File: src/hdl/flr_pkg.sv
// Package for the fault-log block readout: record layout, loop layout, stream types.
// Assumes one 200 MHz clock and a synchronous active-high reset in every user.
package flr_pkg;
  localparam int unsigned FLR_CHANNELS = 8;
  localparam int unsigned FLR_LOOP_BYTES = 46;
  localparam int unsigned FLR_CHAN_BYTES = 5;
  localparam logic [7:0] FLR_REC_LAST = 8'hfe;
  localparam logic [7:0] FLR_REC_COUNT = 8'hff;
  localparam logic [7:0] FLR_INVALID_FIRST = 8'he8;
  localparam logic [7:0] FLR_INVALID_LAST = 8'hed;
  localparam logic [7:0] FLR_RESERVED_FIRST = 8'hee;
  localparam logic [7:0] FLR_RESERVED_VALUE = 8'h00;
  localparam logic [7:0] FLR_POS_FIRST = 8'h00;
  localparam logic [5:0] FLR_LOOP_LAST = 6'd45;
  localparam logic [2:0] FLR_CHAN_TOP = 3'd7;

  // Byte slot within one channel group, in stream order
  typedef enum logic [2:0] {
    FLR_SLOT_SECONDARY = 3'b000,
    FLR_SLOT_SPECIFIC = 3'b001,
    FLR_SLOT_OUTPUT = 3'b010,
    FLR_SLOT_VHIGH = 3'b011,
    FLR_SLOT_VLOW = 3'b100
  } flr_slot_t;

  typedef enum logic [1:0] {
    FLR_ST_IDLE = 2'b00,
    FLR_ST_STREAM = 2'b01,
    FLR_ST_DRAIN = 2'b10
  } flr_state_t;

  // One byte of the outgoing record
  typedef struct packed {
    logic [7:0] data;
    logic [7:0] pos;
    logic invalid;
    logic last;
  } flr_beat_t;

  // Telemetry for one channel in one loop
  typedef struct packed {
    logic [7:0] secondary;
    logic [7:0] specific;
    logic [7:0] output_status;
    logic [15:0] reading;
  } flr_chan_t;
endpackage

File: src/hdl/flr_readout.sv
// Fault-log readout: streams a stored record, head and tail, 255 bytes, to the serial link.
// Assumes the link engine pulses start per block read and abort when the host stops early;
// telemetry words are held stable by the logging core for the whole read.
//
// Functional notes
// - Loop is 46 bytes, channels 7 down to 0
// - Positions 232 to 237 are flagged invalid
// - Positions 0xEE to 0xFE return zero
// - One 255-byte read, ascending order
// - Odd channels may report sense-resistor current
// - Shared timebase, fault and control lines coordinate peers
module flr_readout #(
  parameter int unsigned CHANNELS = flr_pkg::FLR_CHANNELS
) (
  input wire logic clk,
  input wire logic reset,
  input wire logic start,
  input wire logic abort,
  input wire flr_pkg::flr_chan_t [CHANNELS-1:0] chan_voltage,
  input wire flr_pkg::flr_chan_t [CHANNELS-1:0] chan_current,
  input wire logic [CHANNELS-1:0] sense_select,
  input wire logic [7:0] head_byte,
  output logic [7:0] head_pos,
  output logic byte_valid,
  input wire logic byte_ready,
  output flr_pkg::flr_beat_t beat,
  output logic busy,
  input wire logic shared_timebase_line_in,
  output logic shared_timebase_line_out,
  output logic shared_timebase_line_oe,
  input wire logic shared_fault_line_in,
  output logic shared_fault_line_out,
  output logic shared_fault_line_oe,
  input wire logic local_fault,
  input wire logic control_line_in,
  output logic peer_fault,
  output logic peer_control,
  output logic peer_tick
);
  import flr_pkg::*;

  localparam int unsigned BEAT_W = $bits(flr_beat_t);
  localparam logic [7:0] TAIL_FIRST = 8'hb0;
  localparam int unsigned TB_DIV = 16;

  typedef struct packed {
    flr_state_t state;
    logic [7:0] pos;
    logic [5:0] loop_byte;
    logic [2:0] chan;
    logic [2:0] slot;
    logic [2:0] fault_sync;
    logic [2:0] ctl_sync;
    logic [2:0] tb_sync;
    logic fault_seen;
    logic ctl_seen;
    logic tb_seen;
    logic tick;
    logic [$clog2(TB_DIV)-1:0] tb_count;
    logic tb_out;
    logic fault_drive;
    logic busy;
    flr_beat_t out_beat;
    logic out_valid;
  } flr_top_state_t;

  flr_top_state_t st;
  flr_top_state_t next_st;
  logic buf_in_ready;
  logic buf_out_valid;
  logic [BEAT_W-1:0] buf_out_data;
  flr_beat_t gen_beat;
  logic gen_valid;
  logic flush;

  // Picks one byte of a channel group; odd channels may carry current instead
  function automatic logic [7:0] chan_byte(input flr_chan_t c, input logic [2:0] s);
    case (s)
      FLR_SLOT_SECONDARY: chan_byte = c.secondary;
      FLR_SLOT_SPECIFIC: chan_byte = c.specific;
      FLR_SLOT_OUTPUT: chan_byte = c.output_status;
      FLR_SLOT_VHIGH: chan_byte = c.reading[15:8];
      default: chan_byte = c.reading[7:0];
    endcase
  endfunction

  // Agreement filter on the last two of three sync stages for pins from outside the clock domain
  function automatic logic settle(input logic [2:0] sy, input logic prev);
    settle = (sy[1] == sy[2]) ? sy[2] : prev;
  endfunction

  assign flush = abort;

  always_comb begin
    logic [7:0] data;
    data = FLR_RESERVED_VALUE;
    gen_beat = '0;
    gen_valid = 1'b0;
    if (st.pos >= FLR_RESERVED_FIRST) begin
      data = FLR_RESERVED_VALUE;
    end else if (st.pos < TAIL_FIRST) begin
      data = head_byte;
    end else if (sense_select[st.chan] && st.chan[0]) begin
      data = chan_byte(chan_current[st.chan], st.slot);
    end else begin
      data = chan_byte(chan_voltage[st.chan], st.slot);
    end
    gen_beat.data = data;
    gen_beat.pos = st.pos;
    gen_beat.invalid = st.pos >= FLR_INVALID_FIRST && st.pos <= FLR_INVALID_LAST;
    gen_beat.last = st.pos == FLR_REC_LAST;
    gen_valid = st.state == FLR_ST_STREAM;
  end

  always_comb begin
    next_st = st;
    // Inverted so a released line matches the reset value; no false fault after reset
    next_st.fault_sync = {st.fault_sync[1:0], !shared_fault_line_in};
    next_st.ctl_sync = {st.ctl_sync[1:0], control_line_in};
    next_st.tb_sync = {st.tb_sync[1:0], shared_timebase_line_in};
    next_st.fault_seen = settle(st.fault_sync, st.fault_seen);
    next_st.ctl_seen = settle(st.ctl_sync, st.ctl_seen);
    next_st.tb_seen = settle(st.tb_sync, st.tb_seen);
    // Rising edge of the agreed shared timebase marks a peer tick
    next_st.tick = next_st.tb_seen && !st.tb_seen;
    next_st.tb_count = st.tb_count + 1'b1;
    if (st.tb_count == '0) begin
      next_st.tb_out = !st.tb_out;
    end
    next_st.fault_drive = local_fault;
    next_st.out_valid = buf_out_valid;
    next_st.out_beat = buf_out_data;
    case (st.state)
      FLR_ST_IDLE: begin
        if (start) begin
          next_st.state = FLR_ST_STREAM;
          next_st.pos = FLR_POS_FIRST;
          next_st.loop_byte = '0;
          next_st.chan = FLR_CHAN_TOP;
          next_st.slot = FLR_SLOT_SECONDARY;
        end
      end
      FLR_ST_STREAM: begin
        if (buf_in_ready) begin
          next_st.pos = st.pos + 8'h01;
          if (st.pos >= TAIL_FIRST) begin
            if (st.slot == FLR_SLOT_VLOW) begin
              next_st.slot = FLR_SLOT_SECONDARY;
              next_st.chan = st.chan - 3'd1;
            end else begin
              next_st.slot = st.slot + 3'd1;
            end
            next_st.loop_byte = (st.loop_byte == FLR_LOOP_LAST) ? '0 : st.loop_byte + 6'd1;
            if (st.loop_byte == FLR_LOOP_LAST) begin
              next_st.chan = FLR_CHAN_TOP;
              next_st.slot = FLR_SLOT_SECONDARY;
            end
          end
          if (st.pos == FLR_REC_LAST) begin
            next_st.state = FLR_ST_DRAIN;
          end
        end
      end
      FLR_ST_DRAIN: begin
        if (!buf_out_valid) begin
          next_st.state = FLR_ST_IDLE;
        end
      end
      default: next_st.state = FLR_ST_IDLE;
    endcase
    if (abort) begin
      next_st.state = FLR_ST_IDLE;
      next_st.pos = FLR_POS_FIRST;
      next_st.out_valid = 1'b0;
    end
    next_st.busy = next_st.state != FLR_ST_IDLE;
  end

  always_ff @(posedge clk) begin
    if (reset) begin
      st <= '0;
    end else begin
      st <= next_st;
    end
  end

  // Buffer drains whenever byte_ready is high; the output register copies its head every cycle
  flr_skid #(
    .WIDTH(BEAT_W)
  ) u_skid (
    .clk(clk),
    .reset(reset),
    .flush(flush),
    .in_valid(gen_valid),
    .in_ready(buf_in_ready),
    .in_data(gen_beat),
    .out_valid(buf_out_valid),
    .out_ready(byte_ready),
    .out_data(buf_out_data)
  );

  assign head_pos = st.pos;
  assign byte_valid = st.out_valid;
  assign beat = st.out_beat;
  assign busy = st.busy;
  assign shared_timebase_line_out = 1'b0;
  assign shared_timebase_line_oe = !st.tb_out;
  assign shared_fault_line_out = 1'b0;
  assign shared_fault_line_oe = st.fault_drive;
  assign peer_fault = st.fault_seen;
  assign peer_control = st.ctl_seen;
  assign peer_tick = st.tick;
endmodule

File: src/hdl/flr_skid.sv
// Two-entry buffer between the record sequencer and the serial-link byte sink.
// Assumes both sides share clk; neither side holds data after a flush.
module flr_skid #(
  parameter int unsigned WIDTH = 8
) (
  input wire logic clk,
  input wire logic reset,
  input wire logic flush,
  input wire logic in_valid,
  output logic in_ready,
  input wire logic [WIDTH-1:0] in_data,
  output logic out_valid,
  input wire logic out_ready,
  output logic [WIDTH-1:0] out_data
);
  typedef struct packed {
    logic [1:0][WIDTH-1:0] slot;
    logic [1:0] count;
  } flr_skid_state_t;

  flr_skid_state_t st;
  flr_skid_state_t next_st;
  logic push;
  logic pop;

  always_comb begin
    next_st = st;
    pop = st.count != 2'd0 && out_ready;
    push = in_valid && st.count != 2'd2;
    if (pop) begin
      next_st.slot[0] = st.slot[1];
    end
    if (push) begin
      if (st.count == 2'd0 || (st.count == 2'd1 && pop)) begin
        next_st.slot[0] = in_data;
      end else begin
        next_st.slot[1] = in_data;
      end
    end
    next_st.count = st.count + {1'b0, push} - {1'b0, pop};
    if (flush) begin
      next_st.count = 2'd0;
    end
  end

  always_ff @(posedge clk) begin
    if (reset) begin
      st <= '0;
    end else begin
      st <= next_st;
    end
  end

  assign in_ready = st.count != 2'd2;
  assign out_valid = st.count != 2'd0;
  assign out_data = st.slot[0];
endmodule

File: config.mk
export PLATFORM = sky130hd
export DESIGN_NAME = flr_readout
export DESIGN_NICKNAME = d
export VERILOG_FILES = /design/src/hdl/flr_pkg.sv /design/src/hdl/flr_readout.sv /design/src/hdl/flr_skid.sv
export SDC_FILE = /design/constraint.sdc
export NUM_CORES = 1
export LEC_CHECK = 0
export BUFFER_PORTS_ARGS = -buffer_cell sky130_fd_sc_hd__clkbuf_2
export CORE_AREA = 5 5 269 271
export CTS_BUF_LIST = sky130_fd_sc_hd__clkbuf_16
export CTS_CLUSTER_SIZE = 8
export DETAILED_ROUTE_END_ITERATION = 12
export DIE_AREA = 0 0 274 276
export PLACE_DENSITY_LB_ADDON = 0.1
export SYNTH_ARGS = -nofsm -noshare
export SYNTH_HDL_FRONTEND = slang
export SYNTH_SLANG_ARGS = --single-unit
File: constraint.sdc
create_clock -name clk -period 4.3 [get_ports clk]
set_input_delay 0.215 -clock clk [delete_from_list [all_inputs] [get_ports clk]]
set_output_delay 0.215 -clock clk [all_outputs]
set_load 0.02 [all_outputs]
==> results.md <==
- CP max stage delay: 890 ps
- Critical Path Most Common Cell: o22ai_1
- Post-CTS Setup Bufs: 0
- Post-Syn Instances: 933
- Layout overhead on the synthesized area: 49.13%
- Setup TNS: 0 ps
- Synth cell types: 65
- Status: completed
- Root Buffer: clkbuf_16
- Async S/R FF share, synth: 0
- FP Rows: 97
- Rel. slew slack: 0.3342
- Setup WS post-layout: 1077 ps
- Die Height: 276 um
- Clk Latency, worst-skew pair: 370 ps
- CTS sink cnt: 99
- Full die area: 75620 sq um
- PwrDens: 231.8 nW/um^2
- Post-DR wirelength/cell: 31.68 um
- HP Class: in2reg
- Post-synth EDFFs: 0
- First-pass GRT wire length: 104.2 mm
- Die X: 274 um
- Initial drt markers: 632
- Mapped Area: 9519 sq um
- Clk_skew: 11.64 ps
- Seq/Total Area, Yosys: 0.2082
- Number of global-route vias before repair: 11357
- Core Region: 69540 sq um
- Minimum clock period: 3223 ps
- Crit. End Element: flop
- Critical path class: reg2reg
- Total power: 3.291 mW
- Tot GR Track Use: 0.2022
- Clock Pin Slew Worst Setup and Hold Paths: 80 ps
- Worst Path Max Fanout: 47
- Vias per cell: 4.294
- TritonCTS clock tree: built
- Syn Area/Cell: 10.20 sq um
- Hold_buf cts: 1
- # IOs: 700
- Hold_ws: 50.60 ps
- Final Setup Violations: 0
- Total wire length: 79.84 mm
- Static leakage: 6.436 nW
- Max_cap viols: 0
- Max Root-Sink Buffers: 2
- Detail Route Antenna Nets: 0
- Top cell type's share of synthesized area: 0.3099
- Fin nets: 2237
- Max VDD drop: 0.1602 mV
- CTS buffer count: 9
- Top area cells in the synthesized netlist: mux4_2, dfxtp_1, mux2i_1
- RSZ-0062 raised after global routing: false
- CP Launch Type: flop
- Final Wtd Congestion: 0.9126
- Critical path arrival: 3470 ps
- H-tree levels: 3
- Largest net degree at the start of global routing: 48
- Worst path slowest cell: dfxtp_4
- Remaining global-route overflow: 0
- Max Freq: 0.3102 GHz
- Hold Fails Final Rpt: 0
- Least-Margin Pin Slew: 998.7 ps
- Initial antenna violation count: 84
- Core Util, Final: 0.2041
- Resized Gates After CTS: 0
- I/O Buffers: 687
- R2r setup slk: 1080 ps
- Top_reg_cell synth: dfxtp_1
- Syn. warnings: 0
- Fin crit share: 0.7496
- Share of cells above drive strength 1: 0.5660
- Pre-CTS WS: 1058 ps
- Hpwl dp: 70.91 mm
- Synth Register Bits: 99
- Largest area contributor in the netlist: mux4_2
- Vias: 10821
- CP cell instances: buf_12 > mux4_2 > mux2i_1 > o22ai_1 > nor4b_1 > o32a_1 > o22ai_1
- Critical path data required time: 4550 ps
- Drt drc: 0
- Pre-antenna DRT Iters: 5
- Final Max Tran Viols: 0
- Starting Density: 0.1369
[path summary, 6_finish.rpt]
| kind | start | endpoint | cells after the start |
|---|---|---|---|
| setup / recovery | st[43] | u_skid.out_data[11] | 7 |
| hold reg to reg | next_st[37] | next_st[38] | 1 |
| hold / removal | local_fault | shared_fault_line_oe | 2 |
| setup reg to reg | st[43] | u_skid.out_data[11] | 7 |
[power by group]
group / leakage [nW] / switching [mW] / internal (mW)
sequential: 0.806 / 0.0644 / 0.945
combinational: 5.47 / 0.641 / 0.696
clock: 0.163 / 0.422 / 0.522
total: 6.44 / 1.13 / 2.16
[cells in the mapped netlist, drive strengths merged, types with 2 or more instances]
master,count
mux4,131
mux2i,110
dfxtp,99
nand2,91
buf,75
nor2,62
a21oi,45
nor2b,35
clkbuf,34
o21ai,32
a211oi,19
inv,18
ha,17
o22ai,17
a22oi,15
nand3,12
xor2,12
a31oi,10
and3,8
nand2b,8
nand4,7
mux2,6
a311oi,5
nor3,5
o22a,5
a2111oi,4
and2,4
xnor2,4
a21o,3
a221oi,3
o221ai,3
or2,3
or4,3
a21boi,2
a2bb2oi,2
a32o,2
nor4b,2
o32a,2
or3,2
[worst max-delay path, delay by kind of cell, from the launching register on]
family                 cells  cell delay, ps
AO/OA/AOI/OAI              3             720
flip-flops                 1             890
AND/OR/NAND/NOR            1             520
multiplexers               2             520
buffers and inverters      1             330
[flip-flops by register name, summed over array words and instances (netlist names)]
name	count
busy	1
peer_control	1
peer_tick	1
beat	18
u_skid.out_data	18
next_st	6
u_skid.st	20
head_pos	8
shared_fault_line_oe	1
peer_fault	1
byte_valid	1
st	23
[layout by cell type, fill, tap and decap left out, types with 6 or more instances in the layout]
cell / n
clkbuf_16: 9
dfxtp_1: 96
a21oi_1: 44
a211oi_1: 19
inv_1: 15
nand3_1: 12
nand2b_1: 6
mux4_2: 131
nand2_1: 91
nor2_1: 62
diode_2: 20
mux2i_1: 110
clkbuf_2: 687
buf_4: 26
xor2_1: 12
a31oi_1: 10
and3_1: 8
o22ai_1: 17
a22oi_1: 15
o21ai_0: 22
o21ai_1: 8
ha_1: 17
nand4_1: 7
nor2b_1: 33
[cells by family (layout without fill, tap and decap cells)]
logic type | after synthesis | count (layout) | synth area share
flops | 99 | 99 | 0.2082
simple gates | 245 | 245 | 0.1204
other cells | 1 | 22 | 0.0003939
buf+inv | 127 | 753 | 0.07637
mux | 247 | 247 | 0.4327
compound gates | 181 | 181 | 0.1249
xor+xnor | 16 | 16 | 0.01472
fa+ha+maj | 17 | 17 | 0.02234
[cell type report]
cell class	count	area (sq um)
antenna	20	50.05
inverter	18	70.07
sequential	99	1991
tap	940	1176
clock inverter	7	108.9
multi-input combinational	708	6832
timing repair buffer	719	3744
clock buffer	9	225.2
fill	7846	55350
[per-layer routing]
metal | wire length, um | track usage | vias to the layer above
met2 | 37620 | 0.3303 | 546
met5 | 260 | 0 | -
met3 | 8165 | 0.07830 | 120
met4 | 1437 | 0.04708 | 40
li1 | - | - | 4846
met1 | 32360 | 0.2522 | 5269
[per-stage QoR]
stage | area [sq um] | std cells
2_1_floorplan | 9523 | 934
3_3_place_gp | 13800 | 2483
3_5_place_dp | 13800 | 2483
4_1_cts | 14150 | 2500
5_1_grt | 14170 | 2510
6_report | 14200 | 2520
(Power assumes the default switching activity.)
